[config.mk]
export PLATFORM = sky130hd
export DESIGN_NAME = mra_top
export DESIGN_NICKNAME = d
export VERILOG_FILES = /design/src/hdl/mra_top.v /design/src/hdl/mra_temp_sampler.v /design/src/hdl/mra_burst_drive.v
export VERILOG_INCLUDE_DIRS = /design/src /design/src/hdl
export SDC_FILE = /design/constraint.sdc
export NUM_CORES = 1
export LEC_CHECK = 0
export ABC_CLOCK_PERIOD_IN_PS = 2850
export BUFFER_PORTS_ARGS = -buffer_cell sky130_fd_sc_hd__buf_2
export CAP_MARGIN = 20
export CORE_MARGIN = 1.5
export CORE_UTILIZATION = 35
export CTS_BUF_LIST = sky130_fd_sc_hd__clkbuf_4
export CTS_CLUSTER_DIAMETER = 150
export DETAILED_ROUTE_END_ITERATION = 16
export SKIP_LAST_GASP = 1
export SLEW_MARGIN = 20
export SYNTH_ARGS = -nofsm -noshare
export SYNTH_HDL_FRONTEND = slang
export SYNTH_HIERARCHICAL = 1
export SYNTH_SLANG_ARGS = --single-unit
export TNS_END_PERCENT = 10
[constraint.sdc]
create_clock -name REF_CLK -period 2.85 [get_ports REF_CLK]
set_input_delay 0.4275 -clock REF_CLK [delete_from_list [all_inputs] [get_ports REF_CLK]]
set_output_delay 0.4275 -clock REF_CLK [all_outputs]
set_load 0.05 [all_outputs]
[src/hdl/mra_map.vh]
/*
 Register map, command codes and timing figures for the mode-register
 access block. Included by every design file of the block.
*/
`ifndef MRA_MAP_VH
`define MRA_MAP_VH

// =========================================================
// command decode (rising-edge CA bits)
`define MRA_CMD_MRW      4'h0
`define MRA_CMD_MRR      4'h8

// =========================================================
// register addresses
`define MRA_ADDR_TEMP    8'h04
`define MRA_ADDR_CALA    8'h20
`define MRA_ADDR_CALB    8'h28
`define MRA_ADDR_RESET   8'h3f
`define MRA_ADDR_CFG1    8'h01
`define MRA_ADDR_CFG2    8'h02

// =========================================================
// reset values of writable registers and of the read-only temperature status
`define MRA_CFG1_RST     8'h00
`define MRA_CFG2_RST     8'h00
`define MRA_TEMP_RST     3'h3

// =========================================================
// calibration patterns, beat 0 in bit 0
`define MRA_PAT_A        4'h5
`define MRA_PAT_B        4'hc

// =========================================================
// field and timing figures
`define MRA_TEMP_HOT     3'h3
`define MRA_BURST_BEATS  3'h4
`define MRA_RD_PER       32'd2
`define MRA_TSI_MS       32
`define MRA_CLK_MHZ      125
`define MRA_INIT_US      10

`endif

[src/hdl/mra_top.v]
/*
 Mode-register access of a low-power DDR2 memory: decodes register read
 and write commands, serves temperature status and calibration patterns,
 and starts auto-initialization on a reset write. Assumes the controller
 keeps its spacing and NOP periods; CA inputs are synchronous to REF_CLK,
 with the falling-edge half presented as a separate bus.
*/
`timescale 1ns/1ps
`include "mra_map.vh"

module mra_top #(
   parameter DQ_W     = 16,
   parameter RD_LAT   = 3,
   parameter WR_PER   = 5,
   parameter TSI_CYC  = `MRA_TSI_MS * `MRA_CLK_MHZ * 1000,
   parameter INIT_CYC = `MRA_INIT_US * `MRA_CLK_MHZ
) (
   input  wire            REF_CLK,
   input  wire            NRST,
   input  wire            CKE,
   input  wire            CS_N,
   input  wire [9:0]      CA_RISE,
   input  wire [9:0]      CA_FALL,
   input  wire            BANKS_ACTIVE,
   input  wire            LP_EXIT,
   input  wire [2:0]      SENSOR_CODE,
   output reg  [DQ_W-1:0] DQ_OUT,
   output reg             DQ_OE_N,
   output reg             DQS_OUT,
   output reg             DQS_OE_N,
   output reg             INIT_BUSY,
   output reg             IDLE,
   output reg  [7:0]      CFG1,
   output reg  [7:0]      CFG2
);

   localparam LANES = DQ_W / 8;

   localparam [3:0] ST_IDLE  = 4'h1;
   localparam [3:0] ST_READ  = 4'h2;
   localparam [3:0] ST_WRITE = 4'h4;
   localparam [3:0] ST_INIT  = 4'h8;

   // =========================================================
   // declarations
   reg  [3:0]        state;
   reg  [3:0]        next_state;
   reg  [31:0]       count;
   reg  [31:0]       next_count;
   reg  [7:0]        rd_addr;
   reg  [3:0]        lat;
   reg               start;
   wire [4*DQ_W-1:0] beats;
   reg  [3:0]        pat;
   reg  [7:0]        rd_val;
   reg               was_active;
   wire [2:0]        temp_status;
   wire [DQ_W-1:0]   bo_dq;
   wire              bo_oe_n;
   wire              bo_dqs;
   wire              bo_busy;
   wire              cmd_live;
   wire              is_mrr;
   wire              is_mrw;
   wire [7:0]        addr;
   wire [7:0]        wdata;
   wire              wr_ok;
   wire              rd_take;
   wire              read_done;
   wire              is_cal;

   // =========================================================
   // command decode
   assign cmd_live = CKE && !CS_N;
   assign is_mrr = cmd_live && CA_RISE[3:0] == `MRA_CMD_MRR;
   assign is_mrw = cmd_live && CA_RISE[3:0] == `MRA_CMD_MRW;
   assign addr   = {CA_FALL[1:0], CA_RISE[9:4]};
   assign wdata  = CA_FALL[9:2];
   // writes with an open bank are dropped, not queued
   assign wr_ok   = is_mrw && !BANKS_ACTIVE;
   assign rd_take = state == ST_IDLE && is_mrr;

   // =========================================================
   // sub-blocks
   mra_temp_sampler #(
      .INTERVAL     (TSI_CYC)
   ) u_temp (
      .clk          (REF_CLK),
      .nrst         (NRST),
      .force_sample (LP_EXIT),
      .sensor_code  (SENSOR_CODE),
      .temp_status  (temp_status)
   );

   mra_burst_drive #(
      .DQ_W    (DQ_W)
   ) u_burst (
      .clk     (REF_CLK),
      .nrst    (NRST),
      .start   (start),
      .beats   (beats),
      .dq_out  (bo_dq),
      .dq_oe_n (bo_oe_n),
      .dqs_out (bo_dqs),
      .busy    (bo_busy)
   );

   // =========================================================
   // read data selection
   always @* begin
      pat    = 4'h0;
      rd_val = 8'h00;
      case (rd_addr)
         `MRA_ADDR_CALA: pat = `MRA_PAT_A;
         `MRA_ADDR_CALB: pat = `MRA_PAT_B;
         `MRA_ADDR_TEMP: rd_val = {5'h00, temp_status};
         `MRA_ADDR_CFG1: rd_val = CFG1;
         `MRA_ADDR_CFG2: rd_val = CFG2;
         default:        rd_val = 8'h00;
      endcase
   end

   // =========================================================
   // beat assembly: beat b, byte lane l
   // calibration copies the pattern bit onto every lane bit;
   // ordinary reads carry the register in lane 0 of beat 0 only
   assign is_cal = rd_addr == `MRA_ADDR_CALA ||
                   rd_addr == `MRA_ADDR_CALB;

   genvar b;
   genvar l;
   generate
      for (b = 0; b < 4; b = b + 1) begin : g_beat
         for (l = 0; l < LANES; l = l + 1) begin : g_lane
            wire [7:0] ord_byte;
            if (b == 0 && l == 0) begin : g_reg
               assign ord_byte = rd_val;
            end else begin : g_zero
               assign ord_byte = 8'h00;
            end
            assign beats[b*DQ_W+l*8 +: 8] = is_cal ? {8{pat[b]}} :
                                                     ord_byte;
         end
      end
   endgenerate

   // =========================================================
   // command state machine
   // burst fully out and nothing still queued for it;
   // start and lat cover the gap before the driver turns busy
   assign read_done = count >= `MRA_RD_PER - 32'd1 && !bo_busy &&
                      !start && lat == 4'h0;

   always @* begin
      next_state = state;
      next_count = count;
      case (state)
         ST_IDLE: begin
            if (is_mrr) begin
               next_state = ST_READ;
               next_count = 32'h0;
            end else if (wr_ok) begin
               next_count = 32'h0;
               if (addr == `MRA_ADDR_RESET)
                  next_state = ST_INIT;
               else
                  next_state = ST_WRITE;
            end
         end
         ST_READ: begin
            // two-clock command period, then wait for burst end
            next_count = count + 32'h1;
            if (read_done)
               next_state = ST_IDLE;
         end
         ST_WRITE: begin
            next_count = count + 32'h1;
            if (count >= WR_PER - 1)
               next_state = ST_IDLE;
         end
         ST_INIT: begin
            next_count = count + 32'h1;
            if (count >= INIT_CYC - 1)
               next_state = ST_IDLE;
         end
         default: begin
            next_state = ST_IDLE;
            next_count = 32'h0;
         end
      endcase
   end

   always @(posedge REF_CLK or negedge NRST) begin
      if (!NRST) begin
         state      <= ST_IDLE;
         count      <= 32'h0;
         rd_addr    <= 8'h00;
         lat        <= 4'h0;
         start      <= 1'b0;
         was_active <= 1'b0;
      end else begin
         state <= next_state;
         count <= next_count;
         start <= 1'b0;
         if (rd_take) begin
            rd_addr    <= addr;
            lat        <= RD_LAT[3:0];
            was_active <= BANKS_ACTIVE;
         end else if (lat != 4'h0) begin
            lat <= lat - 4'h1;
            if (lat == 4'h1)
               start <= 1'b1;
         end
      end
   end

   // =========================================================
   // mode registers; unmapped or read-only targets ignored
   always @(posedge REF_CLK or negedge NRST) begin
      if (!NRST) begin
         CFG1 <= `MRA_CFG1_RST;
         CFG2 <= `MRA_CFG2_RST;
      end else if (state == ST_INIT) begin
         CFG1 <= `MRA_CFG1_RST;
         CFG2 <= `MRA_CFG2_RST;
      end else if (state == ST_IDLE && wr_ok) begin
         case (addr)
            `MRA_ADDR_CFG1: CFG1 <= wdata;
            `MRA_ADDR_CFG2: CFG2 <= wdata;
            default:        CFG1 <= CFG1;
         endcase
      end
   end

   // =========================================================
   // registered outputs
   // one stage after the burst driver; strobe enable
   // follows data enable so both release together
   always @(posedge REF_CLK or negedge NRST) begin
      if (!NRST) begin
         DQ_OUT    <= {DQ_W{1'b0}};
         DQ_OE_N   <= 1'b1;
         DQS_OUT   <= 1'b0;
         DQS_OE_N  <= 1'b1;
         INIT_BUSY <= 1'b0;
         IDLE      <= 1'b1;
      end else begin
         DQ_OUT    <= bo_dq;
         DQ_OE_N   <= bo_oe_n;
         DQS_OUT   <= bo_dqs;
         DQS_OE_N  <= bo_oe_n;
         INIT_BUSY <= next_state == ST_INIT;
         IDLE      <= next_state == ST_IDLE;
      end
   end

endmodule

[src/hdl/mra_temp_sampler.v]
/*
 Periodic temperature sampler: latches the sensor code into the
 three-bit status field on every interval tick. Assumes the sensor
 input is synchronous to the clock.
*/
`timescale 1ns/1ps
`include "mra_map.vh"

module mra_temp_sampler #(
   parameter INTERVAL = 32'd4000000
) (
   input  wire       clk,
   input  wire       nrst,
   input  wire       force_sample,
   input  wire [2:0] sensor_code,
   output reg  [2:0] temp_status
);

   reg [31:0] count;

   // =========================================================
   // interval timer, restarted by a forced sample
   always @(posedge clk or negedge nrst) begin
      if (!nrst) begin
         count       <= 32'h0;
         temp_status <= `MRA_TEMP_RST;
      end else if (force_sample || count >= INTERVAL - 32'd1) begin
         count       <= 32'h0;
         temp_status <= sensor_code;
      end else begin
         count <= count + 32'h1;
      end
   end

endmodule

[src/hdl/mra_burst_drive.v]
/*
 Read-burst driver: shifts four beats onto the data bus with a toggling
 strobe. Assumes the caller loads one beat set per burst.
*/
`timescale 1ns/1ps
`include "mra_map.vh"

module mra_burst_drive #(
   parameter DQ_W = 16
) (
   input  wire              clk,
   input  wire              nrst,
   input  wire              start,
   input  wire [4*DQ_W-1:0] beats,
   output reg  [DQ_W-1:0]   dq_out,
   output reg               dq_oe_n,
   output reg               dqs_out,
   output reg               busy
);

   reg [4*DQ_W-1:0] shift;
   reg [2:0]        left;

   // =========================================================
   // beats leave low word first; burst never cut short
   always @(posedge clk or negedge nrst) begin
      if (!nrst) begin
         shift   <= {4*DQ_W{1'b0}};
         left    <= 3'h0;
         dq_out  <= {DQ_W{1'b0}};
         dq_oe_n <= 1'b1;
         dqs_out <= 1'b0;
         busy    <= 1'b0;
      end else if (start && !busy) begin
         shift   <= beats >> DQ_W;
         left    <= `MRA_BURST_BEATS - 3'h1;
         dq_out  <= beats[DQ_W-1:0];
         dq_oe_n <= 1'b0;
         dqs_out <= 1'b1;
         busy    <= 1'b1;
      end else if (left != 3'h0) begin
         shift   <= shift >> DQ_W;
         left    <= left - 3'h1;
         dq_out  <= shift[DQ_W-1:0];
         dqs_out <= ~dqs_out;
      end else begin
         dq_out  <= {DQ_W{1'b0}};
         dq_oe_n <= 1'b1;
         dqs_out <= 1'b0;
         busy    <= 1'b0;
      end
   end

endmodule

# Yosys cells after proc, flatten, opt, wreduce, memory -nomap -nowiden
# Index checks and enable logic that the tools add are counted.
[op_classes] reduce_logical=28 addsub=4 muxes=41 magnitude_cmp=4 eq_ne=18 bitwise_logic=1
[op_table] cell="two-way mux 64 bit" count=2
[op_table] cell="two-way mux 32 bit" count=3
[op_table] cell="two-way mux 8 bit" count=11
[op_table] cell="adder 32 x 1 -> 32 bit (second input constant)" count=2
[op_table] cell="case mux 32 bit (2 select lines)" count=1
[op_table] cell="greater-or-equal comparator 32 x 1 -> 1 bit (second input constant)" count=1
[op_table] cell="greater-or-equal comparator 32 x 11 -> 1 bit (second input constant)" count=1
[op_table] cell="greater-or-equal comparator 32 x 22 -> 1 bit (second input constant)" count=1
[op_table] cell="greater-or-equal comparator 32 x 3 -> 1 bit (second input constant)" count=1
[op_table] cell="two-way mux 16 bit" count=2
[op_table] cell="two-way mux 4 bit" count=8
[op_table] cell="equality test 8 x 6 -> 1 bit (second input constant)" count=3
[op_table] cell="case mux 8 bit (3 select lines)" count=1
[op_table] cell="equality test 8 x 1 -> 1 bit (second input constant)" count=2
[op_table] cell="equality test 8 x 2 -> 1 bit (second input constant)" count=2
[op_table] cell="case mux 4 bit (4 select lines)" count=1
[op_table] cell="equality test 4 x 1 -> 1 bit (second input constant)" count=3
[op_table] cell="equality test 4 bit (second input constant)" count=3
[op_table] cell="logical AND 1 bit" count=10
[op_table] cell="nonzero test 2 bit" count=5
[op_table] cell="two-way mux 1 bit" count=9
[op_table] cell="equality test 8 x 3 -> 1 bit (second input constant)" count=1
[op_table] cell="logical NOT 4 bit" count=2
[op_table] cell="case mux 4 bit (2 select lines)" count=1
[op_table] cell="14 further kinds" count=20
[totals] register_bits=206

# Longest topological paths before layout
[depth] word_depth=8 ltp_mapped=7 depth_no_buf=7

# Cells and area by module
# The synthesis kept the hierarchy.
[by_module_without_submodules] module="mra_top" instances=1 area_each_um2=4120.2 cells_per_inst=394
[by_module_without_submodules] module="mra_burst_drive" instances=1 area_each_um2=2889.0 cells_per_inst=274
[by_module_without_submodules] module="mra_temp_sampler" instances=1 area_each_um2=1571.5 cells_per_inst=141

# Worst setup path after synthesis
# Ideal clock, no wire load.
[synth_path] path_kind="register to register" from="register rd_addr[4]" to="register u_burst.shift[32]" t_arrival_ns=2.774 required_time_ns=2.783 setup_time_ns=0.067 period_less_slack_ns=2.841 path_stages_with_launch=5 slack_ns=0.009 cell_sequence="dfrtp_1 > or3_1 > nor4_1 > and2_1 > a22o_1"
[synth_between] elab_chain_cells=4
[synth_rtl] element="from (decl)" line="mra_top.v:50" rtl="reg [7:0] rd_addr;"
[synth_rtl] element="from (signal assigned)" line="mra_top.v:206" rtl="rd_addr <= addr;"
[synth_rtl] element="equality test 8 x 6 -> 1 bit" line="mra_top.v:113" rtl="case (rd_addr)"
[synth_rtl] element="case mux 4 bit (2 select lines) or logical OR 1 bit (tied branches)"
[synth_rtl] element="two-way mux 8 bit (*)" line="mra_top.v:141" rtl="assign beats[b*DQ_W+l*8 +: 8] = is_cal ? {8{pat[b]}} :"
[synth_rtl] element="via beats[48]" line="mra_top.v:53" rtl="wire [4*DQ_W-1:0] beats;"
[synth_rtl] element="two-way mux 64 bit (*)" line="mra_burst_drive.v:34" rtl="end else if (start && !busy) begin"
[synth_rtl] element="to (signal assigned)" line="mra_burst_drive.v:28" rtl="shift <= {4*DQ_W{1'b0}};"
[synth_rtl] element="to (signal assigned)" line="mra_burst_drive.v:35" rtl="shift <= beats >> DQ_W;"
[synth_rtl] element="to (signal assigned)" line="mra_burst_drive.v:42" rtl="shift <= shift >> DQ_W;"
[synth_rtl] element="to (decl)" line="mra_burst_drive.v:21" rtl="reg [4*DQ_W-1:0] shift;"
# The timed path passes the listed nets; every way through them passes the cells marked *.
# A chain may end at the register's enable or synchronous reset.

# Worst setup path in the final report
[layout_path] from="register rd_addr[4]" to="register u_burst.dq_out[5]"
[layout_between] elab_chain_cells=4
[layout_rtl] element="equality test 8 x 2 -> 1 bit (tied with other cells)" line="mra_top.v:113"
[layout_rtl] element="case mux 8 bit (3 select lines) (tied with other cells)" line="mra_top.v:113"
[layout_rtl] element="two-way mux 8 bit (*)" line="mra_top.v:141"
[layout_rtl] element="via beats[5]" line="mra_top.v:53"
[layout_rtl] element="two-way mux 16 bit (*)" line="mra_burst_drive.v:34"
[layout_rtl] element="to (signal assigned)" line="mra_burst_drive.v:30" rtl="dq_out <= {DQ_W{1'b0}};"
[layout_rtl] element="to (signal assigned)" line="mra_burst_drive.v:37" rtl="dq_out <= beats[DQ_W-1:0];"
[layout_rtl] element="to (signal assigned)" line="mra_burst_drive.v:44" rtl="dq_out <= shift[DQ_W-1:0];"
[layout_rtl] element="to (decl)" line="mra_burst_drive.v:15" rtl="output reg [DQ_W-1:0] dq_out,"
# Marked as above.

==> impl_results.md <==
* Nets@finish at 932
* Cell area after layout at 0.00961 sq mm
* Antenna violations before repair at 1
* Layout cells sized above 1 at 16.6%
* Mapped Cells at 809
* FF+latch area at 0.00476 sq mm
* Via density at 5.07
* Crit path max fanout at 8
* Max Root-Sink Buffers at 2
* Postcts setup bufs at 0
* Power density over cell area at 724 mW/mm^2
* Initial core utilization at 35.5%
* Outcome: finished clean
* Setup TNS at 0 ns
* Die H at 160 microns
* Synth async-reset ratio at 100%
* CP Launch Type: register
* Worst Path Required at 3.37 ns
* Area grow syn2layout at 12.0%
* Grt total ovfl at 0
* # resized after CTS at 0
* Post-synth EDFFs at 0
* Die W at 160 microns
* Core ar. at 0.0242 sq mm
* Vias at 6246
* Num CTS Buffers at 17
* WL/cell at 14.7 microns
* Final Hold Violating Endpoints at 0
* Final Slew Violations at 0
* Rel. slew slack at 49.6%
* First-pass GRT wire length at 30200 microns
* Clock root cell: clkbuf_4
* Multi-input gate area at 0.00361 sq mm
* Post-DRT Antenna Nets at 0
* Critical Path Sink Type: register
* Number of I/O port buffers at 65
* Core Rows at 57
* DP HPWL at 12400 microns
* Post-DP Area at 0.00934 sq mm
* Ys Warns at 6
* Clk_lat worst skew at 0.56 ns
* Detailed Route WL at 18100 microns
* Router iterations before antenna repair at 7
* Yosys reg bits at 190
* GRT Overall Usage at 14.7%
* Worst-Margin Slew at 0.755 ns
* Die Area at 0.0255 sq mm
* Starting DRT DRC Count at 376
* Synthesized area at 0.00858 sq mm
* Fin crit period at 2.31 ns
* Final Setup Violations at 0
* Clock-pin slew on the worst setup and hold paths at 0.16 ns
* Max VDD drop at 0.360 mV
* Max Cap Viol at 0
* Final Cycle Share at 81.0%
* Leakage at 0.00449 uW
* Hold Path Class: in2reg
* RSZ-0062 raised after global routing: no
* Filler cells at 2346
* F_max at 433 MHz
* Ports at 66
* CTS sink cnt at 190
* Clk_skew at 0.0178 ns
* Post-synthesis sequential area ratio at 55.5%
* Crit path kind: reg2reg
* CTS tree: done
* Gp weighted congestion at 0.796
* Crit path arrival time at 2.82 ns
* Cell variety after synth at 61
* Avg Cell Area, Syn at 10.6 sq um
* Vias in the first global route at 5952
* Largest net degree at the start of global routing at 84
* Main flop type after synthesis: dfrtp_1
* CTS HTree Levels at 4
* Drc violations at 0
state kept, by name, summed over array words and instances, names as in the netlist, 3 cells and up:
register	count
u_burst/dq_out	16
DQ_OUT	16
u_burst/left	3
state	4
CFG1	8
u_temp/count	32
rd_addr	8
u_burst/shift	48
CFG2	8
u_temp/temp_status	3
lat	4
count	32
worst max-delay path, stage by stage (launching register included):
cell and delay [ns]:
dfrtp_1 0.40, or3_1 0.43, or4_1 0.47, nor3b_2 0.55
a221o_1 0.27, a22o_1 0.14
cell type report:
class | instances | area share, %
clock inverters | 15 | 1.30
inverters | 12 | 0.469
well taps | 324 | 4.22
repair buffers | 87 | 5.48
diodes | 1 | 0.0260
flip-flops and latches | 190 | 49.6
clock buffers | 17 | 1.33
multi-input cells | 586 | 37.6
report_power, final:
part           total, uW  internal, uW  switching, uW
clock network       1370           378            995
registers           3410          3170            240
logic               2180           703           1480
total               6960          4250           2710
placed cells by master, fill, tap and decap left out, drive strengths merged, types with 3 or more instances in the layout:
master / instances
a21oi: 20
a221o: 9
a22o: 32
a31oi: 38
and2: 4
and3: 10
and4: 9
buf: 85
clkbuf: 18
clkinv: 4
conb: 26
dfrtp: 184
dfstp: 6
ha: 9
inv: 21
mux2: 11
mux2i: 16
nand2: 98
nand2b: 6
nand3: 26
nand4: 21
nor2: 97
nor2b: 7
nor3: 10
nor3b: 3
nor4: 14
nor4b: 3
o211ai: 3
o21ai: 26
o31ai: 16
or3: 7
or4: 18
xnor2: 17
xor2: 13
synthesized netlist by cell type (all sizes together) (12+ instances only):
| library cell | n | area, sq um |
|---|---|---|
| a22o | 32 | 280 |
| nor2 | 97 | 388 |
| clkbuf | 16 | 65.1 |
| nand2 | 98 | 368 |
| o21ai | 26 | 130 |
| nand3 | 26 | 143 |
| a31oi | 38 | 238 |
| nand4 | 21 | 131 |
| inv | 12 | 45.0 |
| mux2i | 16 | 160 |
| dfrtp | 184 | 4600 |
| or4 | 18 | 135 |
| xor2 | 13 | 114 |
| xnor2 | 17 | 149 |
| a21oi | 20 | 100 |
| o31ai | 16 | 134 |
| buf | 29 | 199 |
| nor4 | 14 | 87.6 |
path summary, 6_finish.rpt:
kind	startpoint	endpoint	slack [ns]	cells past startpoint
setup reg to reg	rd_addr[4]	u_burst/dq_out[5]	0.54	5
min in group asynchronous	NRST	count[1]	0.42	2
hold reg to reg	u_burst/dq_out[13]	DQ_OUT[13]	0.37	0
hold / removal	SENSOR_CODE[2]	u_temp/temp_status[2]	0.11	2
max in group asynchronous	NRST	u_burst/dq_oe_n	1.65	3
setup / recovery	rd_addr[4]	u_burst/dq_out[5]	0.54	5
per-stage QoR:
step | total power (uW) | instances | utilization (%) | worst slack [ns] | hold WS (ns)
detailed placement | 5670 | 1198 | 38.6 | 0.388 | 0.335
global placement | 5630 | 1198 | 38.6 | 0.426 | 0.333
floorplan | 5120 | 833 | - | 0.00885 | 0.132
CTS | 7060 | 1231 | 39.7 | 0.557 | 0.0533
global route | 7430 | 1232 | 39.7 | 0.437 | 0.0627
finish | 6960 | 1232 | 39.7 | 0.541 | 0.107
cell families (layout without fill, tap and decap cells):
| kind of cell | Yosys count | in the layout | synth area share, % |
|---|---|---|---|
| multiplexers | 27 | 27 | 3.44 |
| adder cells (fa/ha/maj) | 9 | 9 | 1.31 |
| AO/OA/AOI/OAI | 153 | 153 | 12.7 |
| other | 2 | 27 | 0.0875 |
| AND/OR/NAND/NOR | 341 | 341 | 20.3 |
| XOR/XNOR | 30 | 30 | 3.06 |
| flip-flops | 190 | 190 | 55.5 |
| buffers and inverters | 57 | 131 | 3.60 |
per-layer routing:
layer  global-route usage (%)  routed length [microns]  vias to the layer above  part of all wire, %
li1                         -                        -                     3066                    -
met1                     20.6                     8840                     3054                   49
met2                     23.3                     8350                      108                   46
met3                     2.53                      634                       18                  3.5
met4                     4.55                      247                        0                  1.4
met5                        0                        0                        -                    0
timing repair:
| action | 4_1_cts | 5_1_grt |
|---|---|---|
| hold buffers | 1 | 0 |
| endpoints found under the hold margin | 75 | 0 |
| endpoints found under the setup margin | 0 | 0 |
Power figures use the tool's default switching activity.
